--- src/hw/iwdc_pkg.sv ---
// Package with the constants of the independent watchdog counter.
// Assumes a single system clock at 25 MHz and a slow oscillator pin input.
package iwdc_pkg;
    // Counter width and the reload value after a refresh.
    localparam int CNT_W = 14;
    localparam logic [13:0] CNT_RELOAD = 14'h3FFF;
    // Underflow action selection codes.
    localparam logic [1:0] ACT_RESET = 2'h0;
    localparam logic [1:0] ACT_NMI = 2'h1;
    localparam logic [1:0] ACT_IRQ = 2'h2;
    // Length of the chip reset request pulse in system clock cycles.
    localparam int RST_PULSE_CYC = 4;
    // Refresh key sequence: first byte then second byte.
    localparam logic [7:0] KEY_FIRST = 8'h00;
    localparam logic [7:0] KEY_SECOND = 8'hFF;
    // Counter states, Gray coded along stop, run, expired.
    typedef enum logic [1:0]
    {
        IWDC_STOP = 2'b00,
        IWDC_RUN = 2'b01,
        IWDC_EXPIRED = 2'b11
    } iwdc_state_e;
endpackage

--- src/hw/iwdc_top.sv ---
// Independent watchdog counter: a 14-bit down counter on slow ticks.
// Assumes refresh, start and config come from logic on sys_clk_i.
module iwdc_top
(
    // Clock and reset.
    input wire logic sys_clk_i,
    input wire logic reset_i,
    // Slow on-chip oscillator, asynchronous to the system clock.
    input wire logic low_speed_internal_osc_i,
    // Configuration levels.
    input wire logic [1:0] action_sel_i,
    input wire logic auto_start_i,
    // Refresh write strobe with its data byte.
    input wire logic refresh_wr_i,
    input wire logic [7:0] refresh_data_i,
    // Event outputs.
    output logic chip_reset_o,
    output logic nmi_o,
    output logic underflow_irq_o,
    output logic refresh_error_o,
    // Status.
    output logic [13:0] count_o,
    output logic running_o
);
    logic tick; // One-cycle pulse per oscillator rising edge.
    iwdc_pkg::iwdc_state_e state_reg; // Counter state.
    iwdc_pkg::iwdc_state_e state_next; // Next counter state.
    logic [iwdc_pkg::CNT_W-1:0] count_reg; // Down counter.
    logic key_armed_reg; // First refresh byte seen.
    logic refresh_ok; // Complete, valid refresh sequence.
    logic refresh_bad; // Refresh write out of sequence.
    logic underflow; // Counter passes below zero this cycle.
    logic [2:0] rst_cnt_reg; // Remaining reset pulse cycles.
    logic start_event; // Any event that starts counting.
    logic first_cycle_reg; // High in the first cycle after reset.

    // Oscillator ticks enable the counter, which is clocked by the system clock.
    iwdc_tick_sync u_tick
    (
        .sys_clk_i(sys_clk_i),
        .reset_i(reset_i),
        .osc_i(low_speed_internal_osc_i),
        .tick_o(tick)
    );

    // Refresh decoding: first key then second key; any other byte, or a second key not armed by the first, is an error.
    always_comb
    begin
        refresh_ok = 1'b0;
        refresh_bad = 1'b0;
        if (refresh_wr_i)
        begin
            if (refresh_data_i == iwdc_pkg::KEY_FIRST)
            begin
                // A lone first key only arms the pair and is never an error.
                refresh_ok = 1'b0;
            end
            else if (key_armed_reg &&
                     refresh_data_i == iwdc_pkg::KEY_SECOND)
            begin
                refresh_ok = 1'b1;
            end
            else
            begin
                refresh_bad = 1'b1;
            end
        end
    end

    // Key sequence tracker.
    // Any other write disarms it, so the two keys must be adjacent.
    always_ff @(posedge sys_clk_i)
    begin
        if (reset_i)
        begin
            key_armed_reg <= 1'b0;
        end
        else if (refresh_wr_i)
        begin
            key_armed_reg <= (refresh_data_i == iwdc_pkg::KEY_FIRST);
        end
    end

    // First cycle after reset marks the reset start event.
    // It is set during reset so the start lands on the first free edge.
    always_ff @(posedge sys_clk_i)
    begin
        if (reset_i)
        begin
            first_cycle_reg <= 1'b1;
        end
        else
        begin
            first_cycle_reg <= 1'b0;
        end
    end

    // Underflow when a tick arrives with the counter at zero.
    // A reload value of N thus gives N plus one ticks before the action.
    assign underflow = (state_reg == iwdc_pkg::IWDC_RUN) && tick &&
                       (count_reg == '0);

    // Auto start on reset, underflow, refresh error; refresh always starts.
    assign start_event = refresh_ok | (auto_start_i &
        (first_cycle_reg | underflow | refresh_bad));

    // State transitions.
    // A valid refresh wins over an underflow or error in the same cycle.
    always_comb
    begin
        state_next = state_reg;
        case (state_reg)
            iwdc_pkg::IWDC_STOP:
            begin
                if (start_event)
                begin
                    state_next = iwdc_pkg::IWDC_RUN;
                end
            end
            iwdc_pkg::IWDC_RUN:
            begin
                if (refresh_ok)
                begin
                    state_next = iwdc_pkg::IWDC_RUN;
                end
                else if (underflow || refresh_bad)
                begin
                    state_next = auto_start_i ? iwdc_pkg::IWDC_RUN
                                              : iwdc_pkg::IWDC_EXPIRED;
                end
            end
            iwdc_pkg::IWDC_EXPIRED:
            begin
                if (start_event)
                begin
                    state_next = iwdc_pkg::IWDC_RUN;
                end
            end
            default:
            begin
                state_next = iwdc_pkg::IWDC_STOP;
            end
        endcase
    end

    // State register.
    always_ff @(posedge sys_clk_i)
    begin
        if (reset_i)
        begin
            state_reg <= iwdc_pkg::IWDC_STOP;
        end
        else
        begin
            state_reg <= state_next;
        end
    end

    // Down counter: reload on start, refresh, underflow or bad refresh, else count on ticks in IWDC_RUN.
    // Reload comes first, so a refresh that meets a tick is never lost.
    always_ff @(posedge sys_clk_i)
    begin
        if (reset_i)
        begin
            count_reg <= iwdc_pkg::CNT_RELOAD;
        end
        else if (start_event || underflow || refresh_bad)
        begin
            count_reg <= iwdc_pkg::CNT_RELOAD;
        end
        else if (state_reg == iwdc_pkg::IWDC_RUN && tick)
        begin
            count_reg <= count_reg - 14'h0001;
        end
    end

    // Reset request pulse, NMI or interrupt on underflow; error flag on bad refresh outside IWDC_STOP.
    // The reset request is stretched so that the reset logic sees it.
    always_ff @(posedge sys_clk_i)
    begin
        if (reset_i)
        begin
            rst_cnt_reg <= 3'h0;
            nmi_o <= 1'b0;
            underflow_irq_o <= 1'b0;
            refresh_error_o <= 1'b0;
        end
        else
        begin
            nmi_o <= 1'b0;
            underflow_irq_o <= 1'b0;
            refresh_error_o <= refresh_bad && state_reg != iwdc_pkg::IWDC_STOP;
            if (underflow)
            begin
                case (action_sel_i)
                    iwdc_pkg::ACT_RESET:
                    begin
                        rst_cnt_reg <= 3'(iwdc_pkg::RST_PULSE_CYC);
                    end
                    iwdc_pkg::ACT_NMI:
                    begin
                        nmi_o <= 1'b1;
                    end
                    default:
                    begin
                        underflow_irq_o <= 1'b1;
                    end
                endcase
            end
            else if (rst_cnt_reg != 3'h0)
            begin
                rst_cnt_reg <= rst_cnt_reg - 3'h1;
            end
        end
    end

    // Status outputs.
    // The reset request stands while the pulse counter is not zero.
    assign chip_reset_o = (rst_cnt_reg != 3'h0);
    assign count_o = count_reg;
    assign running_o = (state_reg == iwdc_pkg::IWDC_RUN);
endmodule

--- src/hw/iwdc_tick_sync.sv ---
// Synchroniser and rising edge detector for the slow oscillator input.
// Assumes the oscillator is much slower than the system clock.
module iwdc_tick_sync
(
    // Clock and reset.
    input wire logic sys_clk_i,
    input wire logic reset_i,
    // Asynchronous oscillator level.
    input wire logic osc_i,
    // One-cycle pulse per oscillator rising edge.
    output logic tick_o
);
    logic meta_reg; // First stage, read by the second stage only.
    logic sync_reg; // Second stage.
    logic last_reg; // Previous synchronised level.

    // Two flip-flop synchroniser followed by an edge register.
    always_ff @(posedge sys_clk_i)
    begin
        if (reset_i)
        begin
            meta_reg <= 1'b0;
            sync_reg <= 1'b0;
            last_reg <= 1'b0;
        end
        else
        begin
            meta_reg <= osc_i;
            sync_reg <= meta_reg;
            last_reg <= sync_reg;
        end
    end

    // A tick marks each rising edge of the synchronised oscillator.
    assign tick_o = sync_reg & ~last_reg;
endmodule

--- config.mk ---
export PLATFORM = sky130hd
export DESIGN_NAME = iwdc_top
export DESIGN_NICKNAME = d
export VERILOG_FILES = /design/src/hw/iwdc_pkg.sv /design/src/hw/iwdc_top.sv /design/src/hw/iwdc_tick_sync.sv
export SDC_FILE = /design/constraint.sdc
export NUM_CORES = 1
export LEC_CHECK = 0
export BUFFER_PORTS_ARGS = -buffer_cell sky130_fd_sc_hd__buf_2
export CORE_UTILIZATION = 51
export DETAILED_ROUTE_END_ITERATION = 10
export HOLD_SLACK_MARGIN = 0.1
export PLACE_DENSITY = 0.78
export RECOVER_POWER = 50
export SLEW_MARGIN = 10
export SYNTH_ARGS = -nofsm -noshare
export SYNTH_HDL_FRONTEND = slang
export SYNTH_HIERARCHICAL = 1
export SYNTH_SLANG_ARGS = --single-unit
--- constraint.sdc ---
create_clock -name sys_clk_i -period 2.95 [get_ports sys_clk_i]
set_clock_uncertainty 0.15 [all_clocks]
set_input_delay 0.4425 -clock sys_clk_i [delete_from_list [all_inputs] [get_ports sys_clk_i]]
set_output_delay 0.4425 -clock sys_clk_i [all_outputs]
set_load 0.03 [all_outputs]
# After elaboration in Yosys (flattened, before gate mapping)
# Cells that the tools add are included.
[totals] mem_bits_ro=0 register_bits=27 memories=0 mem_bits_rw=0 latchBits=0 in_bits=15
[classes] n_bitwise=7 magnitude_cmp=0 mul=0 n_shift=0 n_reduce_logical=20 add_sub_neg=2 eq_ne=7 mux=17 div=0
[ops] cell="14-bit zero test" n=1
[ops] cell="14-bit by 1-bit subtractor with 14-bit output, second input constant" n=1
[ops] cell="1-bit 2-to-1 mux" n=9
[ops] cell="3-bit 2-to-1 mux" n=3
[ops] cell="8-bit equality test, second input constant" n=1
[ops] cell="8-bit zero test" n=1
[ops] cell="2-bit 2-to-1 mux" n=4
[ops] cell="2-bit OR reduction" n=4
[ops] cell="2-bit by 1-bit equality test with 1-bit output, second input constant" n=2
[ops] cell="1-bit logical AND" n=4
[ops] cell="2-bit zero test" n=2
[ops] cell="2-bit by 1-bit inequality test with 1-bit output, second input constant" n=2
[ops] cell="2-bit case mux with 2 select lines" n=1
[ops] cell="2-bit AND reduction" n=2
[ops] cell="2-bit nonzero test" n=2
[ops] cell="1-bit logical OR" n=3
[ops] cell="3-bit by 1-bit inequality test with 1-bit output, second input constant" n=1
[ops] cell="1-bit OR" n=3
[ops] cell="3-bit nonzero test" n=1
[ops] cell="3-bit by 1-bit subtractor with 3-bit output, second input constant" n=1
[ops] cell="1-bit bitwise AND" n=2
[ops] cell="2-bit equality test, second input constant" n=1
[ops] cell="1-bit NOT" n=2

# Longest topological paths before layout
[logic_depth] word_depth=11 depth_mapped=8 depth_no_buf=7

# Hierarchy
# Netlist, hierarchy kept.
[modules_own_cells] mod="iwdc_top" area_per_inst_um2=1189.9 cells_per_inst=129 n_inst=1 seq_area_each_um2=480.5
[modules_own_cells] mod="iwdc_tick_sync" area_per_inst_um2=87.6 cells_per_inst=7 n_inst=1 seq_area_each_um2=60.1

# Worst setup path after synthesis
# OpenSTA, ideal clock, no wires.
[synth_path] path_kind="register to register" start="register count_reg, in the netlist count_o[2]" end="register rst_cnt_reg[1]" path_stages_with_launch=7 arrival_ps=2004 synth_period_minus_slack_ps=2283 slack_ps=667 setup_ps=129 required_time_ps=2671 cell_sequence="dfxtp_1 > or4_4 > or4_4 > buf_6 > mux2i_1 > a2bb2oi_1 > nor2_1"
[synth_via] elab_chain_len=4 elab_cells_between_ends=6 cone_classes="1 x eq/ne; 1 x mux; 4 x reduce/logical"
[synth_rtl] item="from (decl)" line="iwdc_top.sv:28" rtl="logic [iwdc_pkg::CNT_W-1:0] count_reg;"
[synth_rtl] item="from (signal assigned)" line="iwdc_top.sv:165" rtl="count_reg <= iwdc_pkg::CNT_RELOAD;"
[synth_rtl] item="from (signal assigned)" line="iwdc_top.sv:169" rtl="count_reg <= iwdc_pkg::CNT_RELOAD;"
[synth_rtl] item="from (signal assigned)" line="iwdc_top.sv:173" rtl="count_reg <= count_reg - 14'h0001;"
[synth_rtl] item="14-bit zero test *" line="iwdc_top.sv:101" rtl="(count_reg == '0);"
[synth_rtl] item="1-bit logical AND *" line="iwdc_top.sv:100" rtl="assign underflow = (state_reg == iwdc_pkg::IWDC_RUN) && tick &&"
[synth_rtl] item="2-bit by 1-bit inequality test with 1-bit output (no source line) or 2-bit nonzero test (tied branches)"
[synth_rtl] item="2-bit AND reduction (no source line)"
[synth_rtl] item="to (signal assigned)" line="iwdc_top.sv:198" rtl="rst_cnt_reg <= 3'(iwdc_pkg::RST_PULSE_CYC);"
[synth_rtl] item="to (signal assigned)" line="iwdc_top.sv:212" rtl="rst_cnt_reg <= rst_cnt_reg - 3'h1;"
[synth_rtl] item="to (decl)" line="iwdc_top.sv:33" rtl="logic [2:0] rst_cnt_reg;"
# Every way passes the cells marked *; elsewhere a longest branch is shown, timed or not.
# A chain may end at the register's enable or synchronous reset.

# Final worst setup path
[layout_path] start="register count_reg, in the netlist count_o[2]" end="register rst_cnt_reg[2]"
# Same word-level chain as after synthesis.

==> impl_metrics.py <==
metrics = {
    "die": {
        "die_w_um": 52.1,
        "start_util_pct": 56.1,
        "core_area_um2": 2280,
        "ios": 34,
        "num_rows": 17,
        "die-area_um2": 2710,
        "die_y_um": 52.1,
    },
    "placed_design": {
        "place_congestion": 0.744,
        "io_buffers": 33,
        "placed_area_um2": 1460,
        "dp_hpwl_um": 1950,
    },
    "detailed_routing": {
        "vias_per_cell": 5.41,
        "drc": 0,
        "drt-initial-drc-count": 10,
        "ant_nets": 0,
        "wl_um": 2540,
        "firstDrtPassIters": 4,
        "dr_total_vias": 1076,
        "wl_per_cell_um": 12.7,
    },
    "logic_synthesis": {
        "syn-num-nets": 158,
        "synth-edff-count": 0,
        "syn-cell-area_um2": 1280,
        "avgSynthCellArea_um2": 9.39,
        "yosysSeqAreaShare_pct": 42.3,
        "yosys_warnings": 6,
        "yosysUniqueCellTypes": 41,
        "ys_seq_elements": 27,
        "syn_inst": 136,
        "ys_async_sr_fraction_pct": 0,
        "ys.flop_type": "dfxtp_1",
    },
    "timing": {
        "timing.final.crit_period_ns": 2.25,
        "rsz0062_at_grt": "false",
        "finalSetupViolCount": 0,
        "min_period_over_period_pct": 76.4,
        "fin_tns_setup_ns": 0,
        "hold_viol_final": 0,
        "max-slew-margin-rel_pct": 57.3,
        "fmax_mhz": 444,
        "tightest_slew_ns": 0.641,
        "slew_viol_final": 0,
    },
    "status": {
        "status": "finished, final reports clean",
    },
    "finish": {
        "largest_reg_flops": 14,
        "nNetsFinal": 194,
        "stdcell_area_um2": 1460,
        "area_growth_pct": 14.4,
        "seq_area_um2": 541,
        "nFillCells": 208,
        "multi_input_area_um2": 688,
        "drive_above_1_share_pct": 18.1,
        "antennaDiodeCount": 0,
    },
    "worst_setup_path": {
        "crit_path_cell_trace": "or4_4 -> or4_4 -> nand2_1 -> mux2i_1 -> a21oi_1",
        "arrival_ns": 2.30,
        "cp_common_cell": "or4_4",
        "crit_start": "count_o[2]",
        "end_kind": "flop",
        "slowest_delay_ns": 0.63,
        "crit_required_ns": 2.99,
        "critPathKind": "reg2reg",
        "crit_path_top_delay_cell": "or4_4",
        "r2r_cells": 5,
        "r2r_start": "count_o[2]",
        "crit_fanout": 9,
        "start_kind": "flop",
    },
    "cts": {
        "ctsResizeCount": 0,
        "clk_pin_slew_ns": 0.14,
        "worstSkewPairLatency_ns": 0.32,
        "cts_root_buf": "clkbuf_4",
        "cts_setup_buffers": 0,
        "cts.hold.buffers_added": 0,
        "htreeDepth": 1,
        "cts_tree": "yes",
        "cts_buffer_depth": 2,
        "cts.sinks": 27,
        "cts_buffers": 3,
    },
    "power_and_ir_drop": {
        "p_per_area_nw_per_um2": 547,
        "p_leak_nw": 0.587,
        "vdd_drop_max_uv": 385,
    },
    "global_routing": {
        "grt_start_max_net_pins": 16,
        "busiest_layer": "met2",
        "antenna_found_initial": 0,
        "grt_pass1_vias": 1044,
        "grt_pass1_wl_um": 4330,
        "use_met3_pct": 2.63,
        "grt_usage_pct": 21.4,
        "met2_usage_pct": 38.7,
        "overflow": 0,
        "met1_usage_pct": 25.4,
    },
    "worst_hold_path": {
        "min_path_type": "in2reg",
        "hold-path-cell-count": 2,
        "hp-start": "action_sel_i[1]",
    },
    "job": {
        "cap_viol_max_count": 0,
    },
}
[worst paths after layout]
kind / slack, ns / to
hold reg to reg: 0.31 / u_tick/sync_reg
setup reg to reg: 0.70 / rst_cnt_reg[2]
setup / recovery: 0.70 / rst_cnt_reg[2]
hold / removal: 0.15 / nmi_o
[synth_stat cells, types with 3 or more instances]
library cell | number | area (µm²)
a21oi_1 | 4 | 20.0
nor2b_1 | 3 | 18.8
o21ai_0 | 4 | 20.0
nand3_1 | 5 | 25.0
xnor2_1 | 7 | 61.3
ha_1 | 7 | 87.6
dfxtp_1 | 27 | 541
nor2_1 | 9 | 33.8
or4_4 | 3 | 33.8
nand2b_1 | 3 | 18.8
nand2_1 | 16 | 60.1
mux2i_1 | 3 | 30.0
nor3_1 | 6 | 30.0
xor2_1 | 3 | 26.3
inv_1 | 6 | 22.5
[cell families after synthesis]
kind of cell | count (synthesis) | share of synthesized area [%]
xor gates and xnor gates | 10 | 6.86
buffers and inverters | 9 | 3.82
adders and majority gates | 7 | 6.86
AOI/OAI and AO/OA | 17 | 9.70
DFF | 27 | 42.3
muxes | 3 | 2.35
and+or+nand+nor | 63 | 28.1
[report_power, final]
part | total (mW) | internal (mW) | leakage, nW | switching [mW]
clock | 0.155 | 0.0529 | 0.0150 | 0.103
combinational | 0.240 | 0.0978 | 0.351 | 0.142
sequential | 0.404 | 0.392 | 0.220 | 0.0128
total | 0.800 | 0.542 | 0.587 | 0.257
[layer usage]
metal,vias up,part of all wire [%]
met5,-,0
li1,540,-
met1,502,43
met4,0,1.8
met3,7,3.5
met2,27,52
[layout make-up]
| cell class | instances | area share, % |
|---|---|---|
| clock buffers | 4 | 1.80 |
| flip-flops and latches | 27 | 37.0 |
| repair buffers | 34 | 10.2 |
| well taps | 28 | 2.40 |
| inverters | 6 | 1.54 |
| multi-input cells | 100 | 47.1 |
[per-stage QoR]
step | worst slack [ns] | util (%) | power (mW) | hold WS, ns | cells
global placement | 0.726 | 64.1 | 0.645 | 0.271 | 195
finish | 0.695 | 64.2 | 0.800 | 0.154 | 199
CTS | 0.711 | 65.3 | 0.805 | 0.151 | 199
detailed placement | 0.656 | 64.1 | 0.655 | 0.290 | 195
global route | 0.488 | 64.2 | 0.854 | 0.157 | 199
floorplan | 0.667 | - | 0.600 | 0.264 | 136
[critical path: cells and delay by family (launching register included)]
family           cells  cell delay (ns)
AND/OR/NAND/NOR      3             1.31
AO/OA/AOI/OAI        1             0.08
flip-flops           1             0.38
multiplexers         1             0.20
[layout by cell type (no fill, tap or decap), drive strengths merged, types with 2 or more instances in the layout]
cell type and n:
nand2 16, nor2b 4, and3 3, xor2 3, o21ai 5, inv 6
a21oi 5, nand2b 4, nor2 9, nor4 2, clkbuf 23, o211ai 2
buf 15, or4 5, mux2i 3, dfxtp 27, ha 7, nor3 6
nand3 5, xnor2 7, or3 2
Power figures use the tool's default switching activity.
